`src/include/pwmfdt_pkg.sv`:
```
// package: register map, field positions, reset values and encodings of the pwm force and dead time stage
package pwmfdt_pkg;

  // ---------------------------------------------------------------------------
  // register word addresses
  // ---------------------------------------------------------------------------
  localparam logic [3:0] PWMFDT_CMP_A = 4'h0;
  localparam logic [3:0] PWMFDT_CMP_B = 4'h1;
  localparam logic [3:0] PWMFDT_ACT_FIRST = 4'h2;
  localparam logic [3:0] PWMFDT_ACT_SECOND = 4'h3;
  localparam logic [3:0] PWMFDT_FORCE_CFG = 4'h4;
  localparam logic [3:0] PWMFDT_FORCE_NOW = 4'h5;
  localparam logic [3:0] PWMFDT_DT_CFG = 4'h6;
  localparam logic [3:0] PWMFDT_RISE_DLY = 4'h7;
  localparam logic [3:0] PWMFDT_FALL_DLY = 4'h8;
  localparam logic [3:0] PWMFDT_STATUS = 4'h9;

  // ---------------------------------------------------------------------------
  // field positions
  // ---------------------------------------------------------------------------
  // action register: two bits per event
  localparam int PWMFDT_ACT_UP_COUNT_ZERO_EVENT = 0;
  localparam int PWMFDT_ACT_UTEP = 2;
  localparam int PWMFDT_ACT_UTEA = 4;
  localparam int PWMFDT_ACT_UTEB = 6;
  localparam int PWMFDT_ACT_DTEZ = 8;
  localparam int PWMFDT_ACT_DTEP = 10;
  localparam int PWMFDT_ACT_DTEA = 12;
  localparam int PWMFDT_ACT_DTEB = 14;
  // force configuration
  localparam int PWMFDT_FC_HELD_EN = 0;
  localparam int PWMFDT_FC_HELD_LVL = 2;
  localparam int PWMFDT_FC_HELD_TRIG = 4;
  localparam int PWMFDT_FC_ONCE_LVL = 6;
  // dead time configuration: switches in bits 8:0
  localparam int PWMFDT_SW_SECOND_BYP = 0;
  localparam int PWMFDT_SW_FIRST_BYP = 1;
  localparam int PWMFDT_SW_RISE_INV = 2;
  localparam int PWMFDT_SW_FALL_INV = 3;
  localparam int PWMFDT_SW_RISE_SRC = 4;
  localparam int PWMFDT_SW_FALL_SRC = 5;
  localparam int PWMFDT_SW_FIRST_SWAP = 6;
  localparam int PWMFDT_SW_SECOND_SWAP = 7;
  localparam int PWMFDT_SW_DUAL_EDGE = 8;
  localparam int PWMFDT_DELAY_CLOCK_SEL = 9;
  localparam int PWMFDT_DT_UPD = 10;

  // ---------------------------------------------------------------------------
  // reset values
  // ---------------------------------------------------------------------------
  localparam logic [15:0] PWMFDT_CMP_RST = 16'h0000;
  localparam logic [15:0] PWMFDT_ACT_RST = 16'h0000;
  localparam logic [7:0] PWMFDT_FORCE_RST = 8'h00;
  // both output bypasses set: the stage passes through after reset
  localparam logic [11:0] PWMFDT_DT_CFG_RST = 12'h003;
  localparam logic [15:0] PWMFDT_DLY_RST = 16'h0000;

  // ---------------------------------------------------------------------------
  // encodings
  // ---------------------------------------------------------------------------
  typedef enum logic [1:0] {PWMFDT_ACT_NONE, PWMFDT_ACT_LOW, PWMFDT_ACT_HIGH, PWMFDT_ACT_TOGGLE} pwmfdt_act_t;
  typedef enum logic [1:0] {PWMFDT_TRIG_NOW, PWMFDT_TRIG_UP_COUNT_ZERO_EVENT, PWMFDT_TRIG_UTEP, PWMFDT_TRIG_DTEZ} pwmfdt_trig_t;
  // shadow update point: 0 at once, 1 at zero, 2 at period, 3 at either
  localparam logic [1:0] PWMFDT_UPD_NOW = 2'h0;
  localparam logic [1:0] PWMFDT_UPD_ZERO = 2'h1;
  localparam logic [1:0] PWMFDT_UPD_PERIOD = 2'h2;

endpackage

```
`src/design/pwmfdt_stage.sv`:
```
// pwm output stage: action generator, software forcing and dead time unit
`timescale 1ns/10ps

// Notes on behaviour
// RULE1: up-down: A up sets, A down clears
// RULE2: up-count pulse placed between A and B
// RULE3: outputs follow own compares for dead band; here both share compares A and B, each with its own action table
// RULE4: one-time force acts now, later events act
// RULE5: held force ignores events until released
// RULE6: held force trigger: event or immediate
// RULE7: forcing enabled separately per output
// RULE8: both outputs derivable from first input
// RULE9: nine switches, every combination legal
// RULE10: both bypasses set pass inputs unchanged
// RULE11: inversion pair selects output polarity
// RULE12: first bypass: second is fall-delayed first
// RULE13: second bypass: first is rise-delayed first
// RULE14: select zero takes first input source
// RULE15: typical modes with select/swap/mode zero
// RULE16: separate 16-bit rise and fall counts
// RULE17: delay clock selects pwm or timer clock
// RULE18: delay counts shadowed to update point
// RULE19: whole dead time unit bypassable
// RULE20: set, clear, toggle, none per event
// RULE21: zero count passes edge undelayed
module pwmfdt_stage
  import pwmfdt_pkg::*;
(
  input wire logic clk,
  input wire logic rst_n,
  input wire logic [3:0] reg_addr,
  input wire logic [15:0] reg_wdata,
  input wire logic reg_wr,
  input wire logic reg_rd,
  output logic [15:0] reg_rdata,
  input wire logic [15:0] timer_count,
  input wire logic timer_count_up,
  input wire logic [15:0] timer_period_value,
  input wire logic timer_prescaled_clock,
  output logic pair_output_first,
  output logic pair_output_second
);
  import pwmfdt_pkg::*;

  // ---------------------------------------------------------------------------
  // helpers
  // ---------------------------------------------------------------------------
  function automatic logic apply_act(input logic cur, input logic [1:0] act);
    case (act)
      PWMFDT_ACT_LOW: apply_act = 1'b0;
      PWMFDT_ACT_HIGH: apply_act = 1'b1;
      PWMFDT_ACT_TOGGLE: apply_act = ~cur;
      default: apply_act = cur;
    endcase
  endfunction

  // picks the winning action of one output; later assignments win, so the
  // order below runs from lowest to highest priority per direction
  function automatic logic [1:0] pick_act(input logic [15:0] cfg, input logic up, input logic ez, input logic ep,
                                          input logic ea, input logic eb);
    logic [1:0] a;
    a = PWMFDT_ACT_NONE;
    if (up) begin
      if (ez) a = cfg[PWMFDT_ACT_UP_COUNT_ZERO_EVENT +: 2];
      if (ea) a = cfg[PWMFDT_ACT_UTEA +: 2];
      if (eb) a = cfg[PWMFDT_ACT_UTEB +: 2];
      if (ep) a = cfg[PWMFDT_ACT_UTEP +: 2];
    end else begin
      if (ep) a = cfg[PWMFDT_ACT_DTEP +: 2];
      if (ea) a = cfg[PWMFDT_ACT_DTEA +: 2];
      if (eb) a = cfg[PWMFDT_ACT_DTEB +: 2];
      if (ez) a = cfg[PWMFDT_ACT_DTEZ +: 2];
    end
    pick_act = a;
  endfunction

  // next count of an edge delay counter: runs while the input sits at the
  // level whose leading edge is delayed, saturating at the programmed count
  function automatic logic [15:0] dly_next(input logic [15:0] cnt, input logic run, input logic tick,
                                           input logic [15:0] lim);
    if (!run) dly_next = 16'h0000;
    else if (tick && cnt < lim) dly_next = cnt + 16'h0001;
    else dly_next = cnt;
  endfunction

  // ---------------------------------------------------------------------------
  // registers
  // ---------------------------------------------------------------------------
  logic [15:0] cmp_a_q;
  logic [15:0] cmp_b_q;
  logic [15:0] act_first_q;
  logic [15:0] act_second_q;
  logic [7:0] force_cfg_q;
  logic [11:0] dt_cfg_q;
  logic [15:0] rise_shadow_q;
  logic [15:0] fall_shadow_q;
  logic [15:0] rise_delay_count_q;
  logic [15:0] fall_delay_count_q;
  logic [1:0] held_force_q;
  logic [1:0] held_force_d;
  logic gen_first_q;
  logic gen_first_d;
  logic gen_second_q;
  logic gen_second_d;
  logic [15:0] rise_cnt_q;
  logic [15:0] rise_cnt_d;
  logic [15:0] fall_cnt_q;
  logic [15:0] fall_cnt_d;
  logic [15:0] rdata_d;

  // ---------------------------------------------------------------------------
  // register decode
  // ---------------------------------------------------------------------------
  wire wr_cmp_a = reg_wr && reg_addr == PWMFDT_CMP_A;
  wire wr_cmp_b = reg_wr && reg_addr == PWMFDT_CMP_B;
  wire wr_act_first = reg_wr && reg_addr == PWMFDT_ACT_FIRST;
  wire wr_act_second = reg_wr && reg_addr == PWMFDT_ACT_SECOND;
  wire wr_force_cfg = reg_wr && reg_addr == PWMFDT_FORCE_CFG;
  wire wr_force_now = reg_wr && reg_addr == PWMFDT_FORCE_NOW;
  wire wr_dt_cfg = reg_wr && reg_addr == PWMFDT_DT_CFG;
  wire wr_rise = reg_wr && reg_addr == PWMFDT_RISE_DLY;
  wire wr_fall = reg_wr && reg_addr == PWMFDT_FALL_DLY;

  // ---------------------------------------------------------------------------
  // timing events
  // ---------------------------------------------------------------------------
  wire ev_zero = timer_count == 16'h0000;
  wire ev_period = timer_count == timer_period_value;
  wire ev_a = timer_count == cmp_a_q;
  wire ev_b = timer_count == cmp_b_q;

  // each output walks its own action table off the shared compares A and B, so a
  // dead band can be placed by edge position alone
  wire [1:0] act_first = pick_act(act_first_q, timer_count_up, ev_zero, ev_period, ev_a, ev_b); // [RULE1] [RULE2]
  wire [1:0] act_second = pick_act(act_second_q, timer_count_up, ev_zero, ev_period, ev_a, ev_b); // [RULE3]

  // ---------------------------------------------------------------------------
  // software forcing
  // ---------------------------------------------------------------------------
  wire [1:0] held_en = force_cfg_q[PWMFDT_FC_HELD_EN +: 2]; // [RULE7]
  wire [1:0] held_lvl = force_cfg_q[PWMFDT_FC_HELD_LVL +: 2];
  wire [1:0] held_trig = force_cfg_q[PWMFDT_FC_HELD_TRIG +: 2];
  wire [1:0] once_lvl = force_cfg_q[PWMFDT_FC_ONCE_LVL +: 2];
  wire [1:0] once_hit = wr_force_now ? reg_wdata[1:0] : 2'b00;

  logic held_fire;
  always_comb begin
    case (held_trig)
      PWMFDT_TRIG_NOW: held_fire = 1'b1;
      PWMFDT_TRIG_UP_COUNT_ZERO_EVENT: held_fire = timer_count_up && ev_zero;
      PWMFDT_TRIG_UTEP: held_fire = timer_count_up && ev_period;
      PWMFDT_TRIG_DTEZ: held_fire = !timer_count_up && ev_zero;
      default: held_fire = 1'b0;
    endcase
  end

  // a held force arms on its trigger and lasts until its enable is cleared
  assign held_force_d = held_en & (held_force_q | {2{held_fire}}); // [RULE5] [RULE6] [RULE7]

  // held force beats a one-time force, which beats every timing event
  always_comb begin
    gen_first_d = apply_act(gen_first_q, act_first); // [RULE20]
    gen_second_d = apply_act(gen_second_q, act_second); // [RULE20]
    if (once_hit[0]) gen_first_d = once_lvl[0]; // [RULE4]
    if (once_hit[1]) gen_second_d = once_lvl[1]; // [RULE4]
    if (held_force_d[0]) gen_first_d = held_lvl[0]; // [RULE5]
    if (held_force_d[1]) gen_second_d = held_lvl[1]; // [RULE5]
  end

  // ---------------------------------------------------------------------------
  // dead time unit
  // ---------------------------------------------------------------------------
  wire [8:0] sw = dt_cfg_q[8:0]; // [RULE9]
  wire dly_tick = dt_cfg_q[PWMFDT_DELAY_CLOCK_SEL] ? timer_prescaled_clock : 1'b1; // [RULE17]

  // swaps act on the inputs; with them and the source selects at zero both delay paths see the first input
  wire in_first = sw[PWMFDT_SW_FIRST_SWAP] ? gen_second_q : gen_first_q;
  wire in_second = sw[PWMFDT_SW_SECOND_SWAP] ? gen_first_q : gen_second_q;
  wire rise_in = sw[PWMFDT_SW_RISE_SRC] ? in_second : in_first; // [RULE8] [RULE14]

  // rising edge path: high only once the input has stayed high for the count
  wire rise_done = rise_delay_count_q == 16'h0000 || rise_cnt_q >= rise_delay_count_q; // [RULE21]
  wire rise_raw = rise_in && rise_done; // [RULE16]

  // dual edge mode chains the fall delay behind the rise delay
  wire fall_src = sw[PWMFDT_SW_FALL_SRC] ? in_second : in_first; // [RULE14]
  wire fall_in = sw[PWMFDT_SW_DUAL_EDGE] ? rise_raw : fall_src; // [RULE8]
  wire fall_done = fall_delay_count_q == 16'h0000 || fall_cnt_q >= fall_delay_count_q; // [RULE21]
  wire fall_raw = fall_in || !fall_done; // [RULE16]

  assign rise_cnt_d = dly_next(rise_cnt_q, rise_in, dly_tick, rise_delay_count_q);
  assign fall_cnt_d = dly_next(fall_cnt_q, !fall_in, dly_tick, fall_delay_count_q);

  wire rise_path = rise_raw ^ sw[PWMFDT_SW_RISE_INV]; // [RULE11]
  wire fall_path = fall_raw ^ sw[PWMFDT_SW_FALL_INV]; // [RULE11]

  // bypasses pass the swapped inputs straight through; both set bypasses
  // the whole unit
  wire out_first = sw[PWMFDT_SW_FIRST_BYP] ? in_first : rise_path; // [RULE10] [RULE12] [RULE13] [RULE19]
  wire out_second = sw[PWMFDT_SW_SECOND_BYP] ? in_second : fall_path; // [RULE10] [RULE12] [RULE13] [RULE15]

  // ---------------------------------------------------------------------------
  // shadow update of delay counts
  // ---------------------------------------------------------------------------
  wire [1:0] upd_sel = dt_cfg_q[PWMFDT_DT_UPD +: 2];
  wire upd_now = upd_sel == PWMFDT_UPD_NOW ||
                 (upd_sel[0] && ev_zero) ||
                 (upd_sel[1] && ev_period); // [RULE18]

  // ---------------------------------------------------------------------------
  // read mux
  // ---------------------------------------------------------------------------
  always_comb begin
    case (reg_addr)
      PWMFDT_CMP_A: rdata_d = cmp_a_q;
      PWMFDT_CMP_B: rdata_d = cmp_b_q;
      PWMFDT_ACT_FIRST: rdata_d = act_first_q;
      PWMFDT_ACT_SECOND: rdata_d = act_second_q;
      PWMFDT_FORCE_CFG: rdata_d = {8'h00, force_cfg_q};
      PWMFDT_DT_CFG: rdata_d = {4'h0, dt_cfg_q};
      PWMFDT_RISE_DLY: rdata_d = rise_shadow_q;
      PWMFDT_FALL_DLY: rdata_d = fall_shadow_q;
      PWMFDT_STATUS: rdata_d = {10'h000, held_force_q, pair_output_second, pair_output_first,
                                gen_second_q, gen_first_q};
      default: rdata_d = 16'h0000;
    endcase
  end

  // ---------------------------------------------------------------------------
  // flip-flops
  // ---------------------------------------------------------------------------
  always_ff @(posedge clk or negedge rst_n) begin
    if (!rst_n) begin
      cmp_a_q <= PWMFDT_CMP_RST;
      cmp_b_q <= PWMFDT_CMP_RST;
      act_first_q <= PWMFDT_ACT_RST;
      act_second_q <= PWMFDT_ACT_RST;
      force_cfg_q <= PWMFDT_FORCE_RST;
      dt_cfg_q <= PWMFDT_DT_CFG_RST;
    end else begin
      if (wr_cmp_a) cmp_a_q <= reg_wdata;
      if (wr_cmp_b) cmp_b_q <= reg_wdata;
      if (wr_act_first) act_first_q <= reg_wdata;
      if (wr_act_second) act_second_q <= reg_wdata;
      if (wr_force_cfg) force_cfg_q <= reg_wdata[7:0];
      if (wr_dt_cfg) dt_cfg_q <= reg_wdata[11:0];
    end
  end

  always_ff @(posedge clk or negedge rst_n) begin
    if (!rst_n) begin
      rise_shadow_q <= PWMFDT_DLY_RST;
      fall_shadow_q <= PWMFDT_DLY_RST;
      rise_delay_count_q <= PWMFDT_DLY_RST;
      fall_delay_count_q <= PWMFDT_DLY_RST;
    end else begin
      if (wr_rise) rise_shadow_q <= reg_wdata;
      if (wr_fall) fall_shadow_q <= reg_wdata;
      if (upd_now) begin
        rise_delay_count_q <= rise_shadow_q; // [RULE18]
        fall_delay_count_q <= fall_shadow_q; // [RULE18]
      end
    end
  end

  always_ff @(posedge clk or negedge rst_n) begin
    if (!rst_n) begin
      held_force_q <= 2'b00;
      gen_first_q <= 1'b0;
      gen_second_q <= 1'b0;
      rise_cnt_q <= 16'h0000;
      fall_cnt_q <= 16'h0000;
      pair_output_first <= 1'b0;
      pair_output_second <= 1'b0;
      reg_rdata <= 16'h0000;
    end else begin
      held_force_q <= held_force_d;
      gen_first_q <= gen_first_d;
      gen_second_q <= gen_second_d;
      rise_cnt_q <= rise_cnt_d;
      fall_cnt_q <= fall_cnt_d;
      pair_output_first <= out_first;
      pair_output_second <= out_second;
      reg_rdata <= reg_rd ? rdata_d : 16'h0000;
    end
  end

endmodule // pwmfdt_stage

```
`config.mk`:
```
export PLATFORM = sky130hd
export DESIGN_NAME = pwmfdt_stage
export DESIGN_NICKNAME = d
export VERILOG_FILES = /design/src/include/pwmfdt_pkg.sv /design/src/design/pwmfdt_stage.sv
export SDC_FILE = /design/constraint.sdc
export NUM_CORES = 1
export LEC_CHECK = 0
export BUFFER_PORTS_ARGS = -buffer_cell sky130_fd_sc_hd__buf_2
export CELL_PAD_IN_SITES_DETAIL_PLACEMENT = 1
export CELL_PAD_IN_SITES_GLOBAL_PLACEMENT = 1
export CORE_MARGIN = 2
export CORE_UTILIZATION = 35
export DETAILED_ROUTE_END_ITERATION = 8
export PLACE_DENSITY_LB_ADDON = 0.1
export SYNTH_ARGS = -nofsm -noshare
export SYNTH_HDL_FRONTEND = slang
export SYNTH_SLANG_ARGS = --single-unit
```
`constraint.sdc`:
```
create_clock -name clk -period 2.7 [get_ports clk]
set_clock_uncertainty 0.05 [all_clocks]
set_input_delay 0 -clock clk [delete_from_list [all_inputs] [get_ports clk]]
set_output_delay 0 -clock clk [all_outputs]
set_load 0.02 [all_outputs]
```
Yosys cells after proc, flatten, opt, wreduce, memory -nomap -nowiden
Index checks and enable logic that the tools add are counted.
{ "word_totals": {"wordCells": 125, "input_bits": 58, "output_inout_bits": 18, "mem_bits_ro": 0, "mem_bits_rw": 0, "memories": 0, "regBits": 202, "latch_bits": 0} }
{ "op_classes": {"n_mul": 0, "shift": 0, "n_addsub": 2, "n_reduce_logical": 33, "n_div": 0, "n_lt_le_gt_ge": 4, "n_mux": 40, "bitwise": 6, "eq_ne": 22} }
{ "op_table": {"columns": ["cell", "n"], "rows": [
  ["$pmux W16 S9", 1],
  ["$mux W16", 5],
  ["$eq A16 B16 Y1", 3],
  ["$logic_not A16 Y1", 3],
  ["$mux W2", 19],
  ["$add A16 B1 Y16 const B", 2],
  ["$ge A16 B16 Y1", 2],
  ["$lt A16 B16 Y1", 2],
  ["$logic_and A1 B1 Y1", 17],
  ["$eq A4 B3 Y1 const B", 4],
  ["$eq A2 B2 Y1 const B", 6],
  ["$mux W1", 12],
  ["$reduce_bool A5 Y1", 2],
  ["$eq A4 B2 Y1 const B", 2],
  ["$eq A4 B4 Y1 const B", 2],
  ["$eq A2 B1 Y1 const B", 3],
  ["$pmux W1 S3", 2],
  ["$logic_or A1 B1 Y1", 5],
  ["$eq A4 B1 Y1 const B", 1],
  ["$logic_not A2 Y1", 2],
  ["$logic_not A4 Y1", 1],
  ["$pmux W1 S4", 1],
  ["$and A2 B2 Y2", 1],
  ["$logic_not A1 Y1", 2],
  ["5 further kinds", 7]
]} }

Longest topological paths before layout
Gate-level depths: netlist of run 1.
{ "depth": {"word_depth": 10, "ltp_mapped": 16, "depth_no_buf": 15} }

Least setup slack after synthesis of run 1
OpenSTA, ideal clock, no wires.
{ "synth_timing": {"path_type": "flip-flop to flip-flop", "start": "reg cmp_b_q[4]", "end": "reg gen_first_q", "stages_incl_launch_ff": 15, "period_less_slack_ps": 2773, "setup_slack_ps": -73, "arrival_time_ps": 2644, "setup_time_ps": 79, "path_buffers": 0, "cell_sequence": "dfrtp_1 -> xor2_1 -> nor4_2 -> nand4_2 -> or3b_4 -> o22a_1 -> and3b_1 -> ha_1 -> nor2_1 -> nor2_1 -> nand2_1 -> o21ai_0 -> a22oi_1 -> a31oi_1 -> mux2i_1"} }
{ "synth_between": {"elab_chain_cells": 8} }
{ "synth_rtl": {"columns": ["item", "line_no", "text"], "rows": [
  ["from (decl)", "pwmfdt_stage.sv:90", "logic [15:0] cmp_b_q;"],
  ["from (signal assigned)", "pwmfdt_stage.sv:242", "if (wr_cmp_b) cmp_b_q <= reg_wdata;"],
  ["$eq A16 B16 Y1 (*)", "pwmfdt_stage.sv:130", "wire ev_b = timer_count == cmp_b_q;"],
  ["$mux W2 (on tied branches)", "pwmfdt_stage.sv:71, pwmfdt_stage.sv:66", null],
  ["$mux W2 (on tied branches)", "pwmfdt_stage.sv:72, pwmfdt_stage.sv:67", null],
  ["$mux W2 (*)", "pwmfdt_stage.sv:63", "if (up) begin"],
  ["$eq A2 B2 Y1 / $eq A2 B1 Y1 (equally long branches)", "pwmfdt_stage.sv:49", "case (act)"],
  ["$pmux W1 S3", "pwmfdt_stage.sv:49", null],
  ["$mux W1", "pwmfdt_stage.sv:164", "if (once_hit[0]) gen_first_d = once_lvl[0];"],
  ["$mux W1", "pwmfdt_stage.sv:166", "if (held_force_d[0]) gen_first_d = held_lvl[0];"],
  ["to (signal assigned)", "pwmfdt_stage.sv:278", "gen_first_q <= gen_first_d;"],
  ["to (decl)", "pwmfdt_stage.sv:101", "logic gen_first_q;"]
]} }
Mark *: on every way between the ends. The rest lies on a longest branch, timed or not.
A chain may end at the register's enable or synchronous reset.

Final worst setup path of run 1
{ "layout_timing": {"start": "reg cmp_a_q[15]", "end": "reg gen_first_q"} }
{ "layout_between": {"elab_chain_cells": 9} }
{ "layout_rtl": {"columns": ["item", "line_no", "text"], "rows": [
  ["from (decl)", "pwmfdt_stage.sv:89", "logic [15:0] cmp_a_q;"],
  ["from (signal assigned)", "pwmfdt_stage.sv:241", "if (wr_cmp_a) cmp_a_q <= reg_wdata;"],
  ["$eq A16 B16 Y1 (*)", "pwmfdt_stage.sv:129", "wire ev_a = timer_count == cmp_a_q;"],
  ["$mux W2 (on tied branches)", "pwmfdt_stage.sv:70, pwmfdt_stage.sv:65", null],
  ["$mux W2 (on tied branches)", "pwmfdt_stage.sv:71, pwmfdt_stage.sv:66", null],
  ["$mux W2 (on tied branches)", "pwmfdt_stage.sv:72, pwmfdt_stage.sv:67", null],
  ["$mux W2 (*)", "pwmfdt_stage.sv:63", null],
  ["$eq A2 B2 Y1 / $eq A2 B1 Y1 (equally long branches)", "pwmfdt_stage.sv:49", null],
  ["$pmux W1 S3", "pwmfdt_stage.sv:49", null],
  ["$mux W1", "pwmfdt_stage.sv:164", null],
  ["$mux W1", "pwmfdt_stage.sv:166", null]
]} }
Marked as above.

==> impl_metrics.json, run 1 <==
{
  "io_buffers": 75,
  "syn_nets": 1018,
  "via_per_inst": 5.36,
  "max_slew_margin": 0.306,
  "cts.path.max_buffers": 3,
  "yosysSeqAreaShare": 0.477,
  "synth_edf_count": 0,
  "required_ps": 3100,
  "utilization": 0.446,
  "ys_ff_latch": 202,
  "worstSetupPathType": "register to register",
  "drcViolationCount": 0,
  "grt_use_total": 0.227,
  "cts_max_level": 1,
  "synth_warnings": 0,
  "startpoint": "cmp_a_q[15]$_DFFE_PN0P_",
  "netlist_top_cells_count": "200 x dfrtp_1, 139 x mux2_2, 61 x xor2_1",
  "synth_most_common_cell": "dfrtp_1",
  "core_sq_um": 29700,
  "insertion_delay_ps": 530,
  "cp-start-kind": "register",
  "p_int_w": 0.00708,
  "io_pins": 76,
  "setup_ws_ps": -370,
  "cpPeakStageDelay_ps": 390,
  "grt_max_degree": 64,
  "hold_ws_ps": -8.48,
  "period_share": 1.14,
  "drt_iter0_drc": 620,
  "n_fill_cell": 3182,
  "vias": 8114,
  "antenna_left": 0,
  "start_util": 0.357,
  "drive_gt1_frac": 0.354,
  "synth_cells": 922,
  "fin_cells": 1514,
  "synth_top_area_cell": "dfrtp_1",
  "setup_viol": 2,
  "p_switching_w": 0.00352,
  "cap_violations": 0,
  "worst_slew_pin_slew_ps": 1040,
  "syn_area_sq_um": 10600,
  "die_area_sq_um": 31700,
  "routed_wl_microns": 34800,
  "numCtsBuffers": 25,
  "multiInputGateArea_sq_um": 5330,
  "seqPwrFrac": 0.431,
  "gp_congestion": 0.851,
  "hp-class": "input pin to asynchronous set/reset pin",
  "layout.nets": 1202,
  "synthFlopType": "dfrtp_1",
  "regArea_sq_um": 5060,
  "grt_pass1_vias": 8702,
  "endpoint_kind": "register",
  "die_h_microns": 178,
  "async_flop_share": 1.00,
  "grt_pass1_wl_microns": 54100,
  "p_comb_frac": 0.259,
  "synth_cell_type_count": 69,
  "tritoncts": "done",
  "areaGrowthSynthToFinish_pct": 24.9,
  "firstDrtPassIters": 7,
  "antenna_found_initial": 0,
  "clk_pin_slew_ps": 60,
  "num_rows": 63,
  "rsz0062_at_grt": "true",
  "synth_top_area_share": 0.472,
  "status": "complete, but fails checks",
  "cp_max_fo": 5,
  "avgRoutedWirePerCell_microns": 23.0,
  "crit_arrival_ps": 3470,
  "slowest_stage": "dfrtp_1",
  "antenna_cells": 0,
  "clkPwrFrac": 0.310,
  "place_inst": 1444,
  "crit_chain": "xor2_1 -> nor4_1 -> buf_4 -> nand4_1 -> buf_6 -> buf_6 -> nor2_4 -> a31oi_4 -> a22oi_2 -> and3b_1 -> ha_1 -> nor2_1 -> nor2_1 -> nand2_1 -> o21ai_1 -> a22oi_1 -> a31oi_1 -> mux2i_1",
  "drv_slew": 0,
  "fin_crit_ps": 3070,
  "p_sw_frac": 0.332,
  "chipWidth_microns": 178,
  "failed_checks": "hold timing, setup timing",
  "power.density_nw_per_um2": 801,
  "dpl.hpwl_microns": 25800,
  "syn-mean-instance-area_sq_um": 11.5,
  "p_leak_nw": 6.00,
  "finalHoldViolCount": 8,
  "vdd_drop_max_v": 0.000427,
  "rr_startpoint": "cmp_a_q[15]$_DFFE_PN0P_",
  "fmax_ghz": 0.326,
  "gr-total-overflow": 0,
  "root_buffer": "clkbuf_16",
  "cts_sinks": 202,
  "synthTopCellsByArea": "dfrtp_1 47%, mux2_2 15%, xor2_1 5.0%"
}
## cells in the final DEF, fill, tap and decap left out, drive strengths merged, types with 29 or more instances in the layout
master,instances
dfrtp,200
buf,172
mux2,148
xor2,61
nor2,57
inv,54
ha,38
clkbuf,37
nand2,35
a22oi,34
nor4,29
## registers in the layout, indices dropped and copies added, names as in the netlist, 8 cells and up
name                count
act_first_q            16
act_second_q           16
cmp_a_q                16
reg_rdata              16
rise_shadow_q          16
fall_cnt_q             16
fall_delay_count_q     16
dt_cfg_q               12
force_cfg_q             8
rise_delay_count_q     16
cmp_b_q                16
fall_shadow_q          16
rise_cnt_q             16
## path summary, 6_finish.rpt
path | cells past startpoint | slack, ps | endpoint
min reg2reg | 1 | 480 | rise_delay_count_q[5]$_DFFE_PN0P_
min in group clk | 5 | 90 | reg_rdata[0]$_DFF_PN0_
min | 2 | -8 | dt_cfg_q[6]$_DFFE_PN0P_
max | 18 | -370 | gen_first_q$_DFFE_PN0P_
max in group asynchronous | 3 | 1900 | fall_shadow_q[1]$_DFFE_PN0P_
max reg2reg | 18 | -370 | gen_first_q$_DFFE_PN0P_
## power groups by stage
stage,sequential [W],combinational (W),clock (W)
floorplan,0.00430,0.00171,0
global placement,0.00461,0.00264,0
detailed placement,0.00462,0.00271,0
CTS,0.00458,0.00277,0.00335
global route,0.00468,0.00307,0.00348
finish,0.00457,0.00274,0.00329
## per-stage QoR
stage	setup slack (ps)	cell area [sq um]	TNS (ps)	total power, W
5_1_grt	-565	13200	-1110	0.0112
3_5_place_dp	-726	12000	-1340	0.00733
3_3_place_gp	-699	12000	-1300	0.00725
6_report	-370	13200	-702	0.0106
4_1_cts	-363	13200	-723	0.0107
2_1_floorplan	-29.6	10600	-58.7	0.00601
## kinds of logic (layout without fill, tap and decap cells)
group | count (synthesis) | after routing | share of synthesized area
compound gates | 132 | 132 | 0.0922
simple gates | 223 | 223 | 0.118
mux | 159 | 159 | 0.168
xor+xnor | 78 | 78 | 0.0644
fa+ha+maj | 38 | 38 | 0.0449
buf+inv | 90 | 292 | 0.0351
flops | 202 | 202 | 0.477
## worst max-delay path: cells and delay by family (launching register included)
kind / cells / cell delay [ps]
compound gates: 5 / 570
xor+xnor: 1 / 150
fa+ha+maj: 1 / 240
buf+inv: 3 / 470
flops: 1 / 390
mux: 1 / 130
simple gates: 7 / 1000
## per-layer routing
layer / up-vias / part of all wire / global-route usage
li1: 3739 / - / -
met5: - / 0 / 0.00160
met3: 36 / 0.034 / 0.0264
met1: 4185 / 0.45 / 0.304
met2: 154 / 0.50 / 0.398
met4: 0 / 0.019 / 0.0441
## layout make-up
type | count | share of cell area
clock buffers | 36 | 0.0541
clock inverters | 9 | 0.00595
inverters | 54 | 0.0153
multi-input cells | 630 | 0.403
flip-flops and latches | 202 | 0.382
well taps | 390 | 0.0369
repair buffers | 193 | 0.103
## repair_timing
action,4_1_cts,5_1_grt
setup endpoints to repair,2,3
gates cloned,1,0
resized for setup,19,9
buffers inserted,2,2
hold buffers,20,0
pin swaps,11,16
hold endpoints to repair,323,0
No activity file was read; power rests on OpenSTA's default activity.
==> inputs of run 2 (changes only) <==
- CELL_PAD_IN_SITES_DETAIL_PLACEMENT: 1 -> 2
- CELL_PAD_IN_SITES_GLOBAL_PLACEMENT: 1 -> 2
- CORE_UTILIZATION: 35 -> 37
==> run 2 against run 1 <==
  * The run ends with setup timing left
  * Sequential power hardly changed
  * Clock power is 4% lower
  * Core utilization is 2.4 points higher
  * Final cell count is 1.3% lower
  * Global-route usage is 2.2 points higher
  * Non-clock buffer count is 5 lower
  * Hold slack better by 54 ps
  * Highest routed layer unchanged
  * Final area is 0.74% lower
==> impl_metrics.json, run 2 (synthesis results as in run 1) <==
{
  "p_int_w": 0.00699,
  "period_share": 1.17,
  "critPathMostFrequentCell": "nor2_1",
  "antenna_cells": 0,
  "avgRoutedWirePerCell_microns": 25.0,
  "via_per_inst": 5.52,
  "hold_ws_ps": 45.7,
  "multiInputGateArea_sq_um": 5320,
  "antenna_left": 0,
  "gp_congestion": 0.901,
  "seqPwrFrac": 0.433,
  "vias": 8254,
  "max_slew_margin": 0.256,
  "cap_violations": 0,
  "fmax_ghz": 0.318,
  "hp-class": "input pin to asynchronous set/reset pin",
  "root_buffer": "clkbuf_16",
  "rr_startpoint": "cmp_a_q[9]$_DFFE_PN0P_",
  "crit_arrival_ps": 3530,
  "cp-start-kind": "register",
  "start_util": 0.378,
  "use_met1": 0.323,
  "drcViolationCount": 0,
  "insertion_delay_ps": 520,
  "cts_sinks": 202,
  "final_cell_mix": "200 x dfrtp_1, 139 x mux2_2, 88 x buf_4, 74 x buf_2, 60 x xor2_1",
  "critPathTopFamily": "simple AND/OR/NAND/NOR gates",
  "fin_setup_tns_ps": -819,
  "chipWidth_microns": 173,
  "firstDrtPassIters": 7,
  "p_leak_nw": 5.96,
  "rr_worst_depth": 16,
  "failed_checks": "setup timing",
  "rsz0062_at_grt": "true",
  "setup_ws_ps": -447,
  "gr-total-overflow": 0,
  "n_fill_cell": 2890,
  "status": "complete, but fails checks",
  "worst_slew_pin_slew_ps": 1110,
  "fin_crit_ps": 3150,
  "r2r-end": "gen_first_q$_DFFE_PN0P_",
  "grt_pass1_vias": 9192,
  "regArea_sq_um": 5060,
  "die_h_microns": 173,
  "place_inst": 1430,
  "drive_gt1_frac": 0.350,
  "clkPwrFrac": 0.299,
  "required_ps": 3080,
  "finalHoldViolCount": 0,
  "worstSetupPathType": "register to register",
  "cp_max_fo": 6,
  "p_comb_frac": 0.268,
  "grt_max_degree": 79,
  "fin_cells": 1495,
  "busiest_layer": "met2",
  "grt_use_total": 0.249,
  "p_switching_w": 0.00362,
  "power.density_nw_per_um2": 807,
  "cp_num_buf_inv": 2,
  "placed_area_sq_um": 12000,
  "final_area_sq_um": 13100,
  "die_area_sq_um": 30000,
  "met3_usage": 0.0307,
  "met2_usage": 0.447,
  "numCtsBuffers": 25,
  "routed_wl_microns": 37300,
  "drv_slew": 0,
  "cts_max_level": 1,
  "cts.path.max_buffers": 3,
  "p_sw_frac": 0.341,
  "tritoncts": "done",
  "io_buffers": 75,
  "drt_iter0_drc": 414,
  "vdd_drop_max_v": 0.000554,
  "antenna_found_initial": 0,
  "dpl.hpwl_microns": 27400,
  "pre_cts_slack_ps": -591,
  "num_rows": 61,
  "io_pins": 76,
  "setup_viol": 2,
  "grt_pass1_wl_microns": 57400,
  "core_sq_um": 28000,
  "crit_chain": "xor2_1 -> nor4_1 -> buf_4 -> nand4_1 -> buf_6 -> nor2_4 -> a31oi_4 -> a2111oi_4 -> ha_1 -> nor2_1 -> nor2_1 -> nand2_1 -> o21ai_1 -> a22oi_1 -> a31oi_1 -> mux2i_1",
  "clk_pin_slew_ps": 60,
  "r2r_slack_ps": -450,
  "cpPeakStageDelay_ps": 430,
  "slowest_stage": "a2111oi_4",
  "final_common_cell": "dfrtp_1",
  "endpoint_kind": "register",
  "startpoint": "cmp_a_q[9]$_DFFE_PN0P_",
  "layout.nets": 1197,
  "areaGrowthSynthToFinish_pct": 24.0
}
run 2: changes by cell type in the layout (fill, tap and decap cells not counted), sizes merged:
cell         before  now
clkbuf           37   32
clkinv            6    9
dlygate4sd3      20   19
buf             172  168
run 2: how the worst max path moves through the flow:
stage,to,slack [ps],cells after the start
floorplan,gen_first_q$_DFFE_PN0P_,-30,14
global route,gen_first_q$_DFFE_PN0P_,-600,16
finish,gen_first_q$_DFFE_PN0P_,-450,16
detailed placement,gen_first_q$_DFFE_PN0P_,-590,16
CTS,gen_first_q$_DFFE_PN0P_,-330,17
global placement,gen_first_q$_DFFE_PN0P_,-410,15
run 2: layer usage:
| layer | up-vias | share of wire |
|---|---|---|
| li1 | 3724 | - |
| met1 | 4311 | 0.43 |
| met2 | 176 | 0.51 |
| met3 | 43 | 0.034 |
| met4 | 0 | 0.021 |
| met5 | - | 0 |
run 2: cell type report:
type,count,share of cell area
Clock buffer,31,0.0501
Tap cell,378,0.0360
Inverter,54,0.0154
Timing Repair Buffer,188,0.102
Clock inverter,12,0.00714
Multi-Input combinational cell,630,0.405
Sequential cell,202,0.385
run 2: per-stage QoR:
| stage | util | power, W |
|---|---|---|
| after floorplan | - | 0.00601 |
| after global placement | 0.429 | 0.00728 |
| after detailed placement | 0.429 | 0.00744 |
| after CTS | 0.466 | 0.0107 |
| after global routing | 0.469 | 0.0112 |
| final | 0.469 | 0.0106 |
run 2: power groups by stage:
stage          Clock (W)  Sequential, W  Combinational [W]
4_1_cts          0.00325        0.00460            0.00288
5_1_grt          0.00336        0.00469            0.00316
6_report         0.00317        0.00460            0.00284
3_5_place_dp           0        0.00464            0.00280
2_1_floorplan          0        0.00430            0.00171
3_3_place_gp           0        0.00460            0.00268
run 2: what timing repair did:
action / 4_1_cts / 5_1_grt
endpoints found under the setup margin: 2 / 7
gates cloned: 0 / 1
hold buffers: 19 / 0
hold endpoints to repair: 202 / 0
pin swaps: 13 / 13
gates resized for setup: 10 / 18
setup buffers: 1 / 1
==> inputs of run 3 (changes only) <==
- BUFFER_PORTS_ARGS: -buffer_cell sky130_fd_sc_hd__buf_2 -> not set
- CORE_UTILIZATION: 37 -> 39
- DONT_BUFFER_PORTS: not set -> 1
==> run 3 against run 2 <==
  * Setup slack gained 73 ps
  * Combinational power about the same
  * Critical path type unchanged
  * Routed wire length barely moved
  * Final area shrank 2.0%
  * The run ends with hold timing, setup timing left
  * Non-clock buffer count fell by 76
  * Die area down 5.0%
==> impl_metrics.json, run 3 (synthesis results as in run 1) <==
{
  "p_leak_nw": 5.70,
  "firstDrtPassIters": 4,
  "max_slew_margin": 0.367,
  "vdd_drop_max_v": 0.000538,
  "fin_cells": 1385,
  "start_util": 0.396,
  "gr-total-overflow": 0,
  "drive_gt1_frac": 0.300,
  "numCtsBuffers": 25,
  "place_inst": 1296,
  "fin_crit_ps": 3070,
  "avgRoutedWirePerCell_microns": 26.9,
  "power.density_nw_per_um2": 862,
  "met2_usage": 0.469,
  "cts.path.max_buffers": 3,
  "critPathMostFrequentCell": "buf_4",
  "worst_slew_pin_slew_ps": 947,
  "setup_ws_ps": -375,
  "endpoint_kind": "register",
  "fin_setup_tns_ps": -704,
  "hold_buffers": 33,
  "io_buffers": 0,
  "status": "complete, but fails checks",
  "setup_viol": 2,
  "period_share": 1.14,
  "num_rows": 60,
  "chipWidth_microns": 169,
  "required_ps": 3050,
  "routed_wl_microns": 37300,
  "antenna_found_initial": 1,
  "r2r_slack_ps": -370,
  "crit_chain": "xor2_1 -> nor4_2 -> buf_4 -> nand4_1 -> buf_4 -> buf_8 -> a31oi_2 -> a22oi_2 -> and3b_2 -> ha_4 -> nor2_2 -> nor2_1 -> nand2_1 -> o21ai_1 -> a22oi_1 -> a31oi_1 -> mux2i_1",
  "cpPeakStageDelay_ps": 400,
  "areaGrowthSynthToFinish_pct": 21.5,
  "startpoint": "cmp_a_q[12]$_DFFE_PN0P_",
  "die_h_microns": 169,
  "final_cell_mix": "200 x dfrtp_1, 139 x mux2_2, 77 x buf_4, 61 x xor2_1, 54 x inv_1",
  "vias": 7937,
  "rr_startpoint": "cmp_a_q[12]$_DFFE_PN0P_",
  "io_pins": 76,
  "grt_pass1_vias": 9070,
  "regArea_sq_um": 5060,
  "cts_sinks": 202,
  "busiest_layer": "met2",
  "fmax_ghz": 0.325,
  "worstSetupPathType": "register to register",
  "met3_usage": 0.0367,
  "use_met1": 0.336,
  "gp_congestion": 0.928,
  "core_sq_um": 26800,
  "dpl.hpwl_microns": 26800,
  "layout.nets": 1121,
  "pre_cts_slack_ps": -727,
  "grt_max_degree": 203,
  "via_per_inst": 5.73,
  "r2r-end": "gen_first_q$_DFFE_PN0P_",
  "slowest_stage": "dfrtp_1",
  "cp-start-kind": "register",
  "finalHoldViolCount": 202,
  "crit_arrival_ps": 3430,
  "insertion_delay_ps": 520,
  "n_fill_cell": 2663,
  "grt_use_total": 0.266,
  "clk_pin_slew_ps": 60,
  "cts_max_level": 1,
  "failed_checks": "hold timing, setup timing",
  "drcViolationCount": 0,
  "utilization": 0.481,
  "p_total_w": 0.0111,
  "cap_violations": 0,
  "hp-class": "input pin to asynchronous set/reset pin",
  "rsz0062_at_grt": "true",
  "final_common_cell": "dfrtp_1",
  "root_buffer": "clkbuf_16",
  "hold_ws_ps": -865,
  "drt_iter0_drc": 419,
  "rr_worst_depth": 17,
  "cp_max_fo": 11,
  "grt_pass1_wl_microns": 57300,
  "die_area_sq_um": 28500,
  "tritoncts": "done",
  "drv_slew": 0,
  "multiInputGateArea_sq_um": 5370,
  "antenna_left": 0
}
run 3: cell count changes in the layout (fill, tap and decap cells not counted), sizes merged:
| cell | previous run | this run |
|---|---|---|
| buf | 168 | 79 |
| clkbuf | 32 | 36 |
| clkinvlp | 2 | 0 |
| diode | 0 | 1 |
| dlygate4sd3 | 19 | 33 |
| bufinv | 1 | 5 |
| clkinv | 9 | 4 |
run 3: worst max-delay path by stage:
stage                               end  depth (start not counted)  slack [ps]
2_1_floorplan   gen_first_q$_DFFE_PN0P_                         14         -30
3_5_place_dp    gen_first_q$_DFFE_PN0P_                         15        -730
4_1_cts        gen_second_q$_DFFE_PN0P_                         14        -320
3_3_place_gp    gen_first_q$_DFFE_PN0P_                         15        -560
5_1_grt         gen_first_q$_DFFE_PN0P_                         14        -540
6_report        gen_first_q$_DFFE_PN0P_                         17        -370
run 3: power by group:
group	switching, W	total [W]	internal (W)
combinational	0.00137	0.00282	0.00146
clock	0.00133	0.00364	0.00231
sequential	0.000854	0.00463	0.00378
run 3: layout make-up:
cell class / count / area share
multi-input cells: 630 / 0.417
well taps: 341 / 0.0331
clock buffers: 36 / 0.0557
flip-flops and latches: 202 / 0.393
repair buffers: 112 / 0.0726
clock inverters: 9 / 0.0135
diodes: 1 / 0.000194
inverters: 54 / 0.0157
run 3: metrics by stage:
| stage | instance area, sq um | hold slack [ps] |
|---|---|---|
| after global placement | 11400 | -335 |
| after floorplan | 10600 | -346 |
| after global routing | 12900 | -895 |
| final | 12900 | -865 |
| after detailed placement | 11400 | -333 |
| after CTS | 12700 | -894 |
run 3: routing by layer:
layer	wire length, microns	part of all wire
met5	0	0
met4	1350	0.036
met1	15800	0.42
met2	18800	0.50
met3	1340	0.036
run 3: worst max-delay path: cells and delay by family (launching register included):
kind / cells / cell delay [ps]
AO/OA/AOI/OAI: 5 / 630
buffers and inverters: 3 / 490
multiplexers: 1 / 90
adder cells (fa/ha/maj): 1 / 270
AND/OR/NAND/NOR: 6 / 830
flip-flops: 1 / 400
XOR/XNOR: 1 / 180
run 3: timing repair:
item / CTS / global route
buffers inserted: 2 / 8
endpoints found under the hold margin: 331 / 202
gates resized for setup: 20 / 16
pin swaps: 12 / 11
endpoints found under the setup margin: 3 / 14
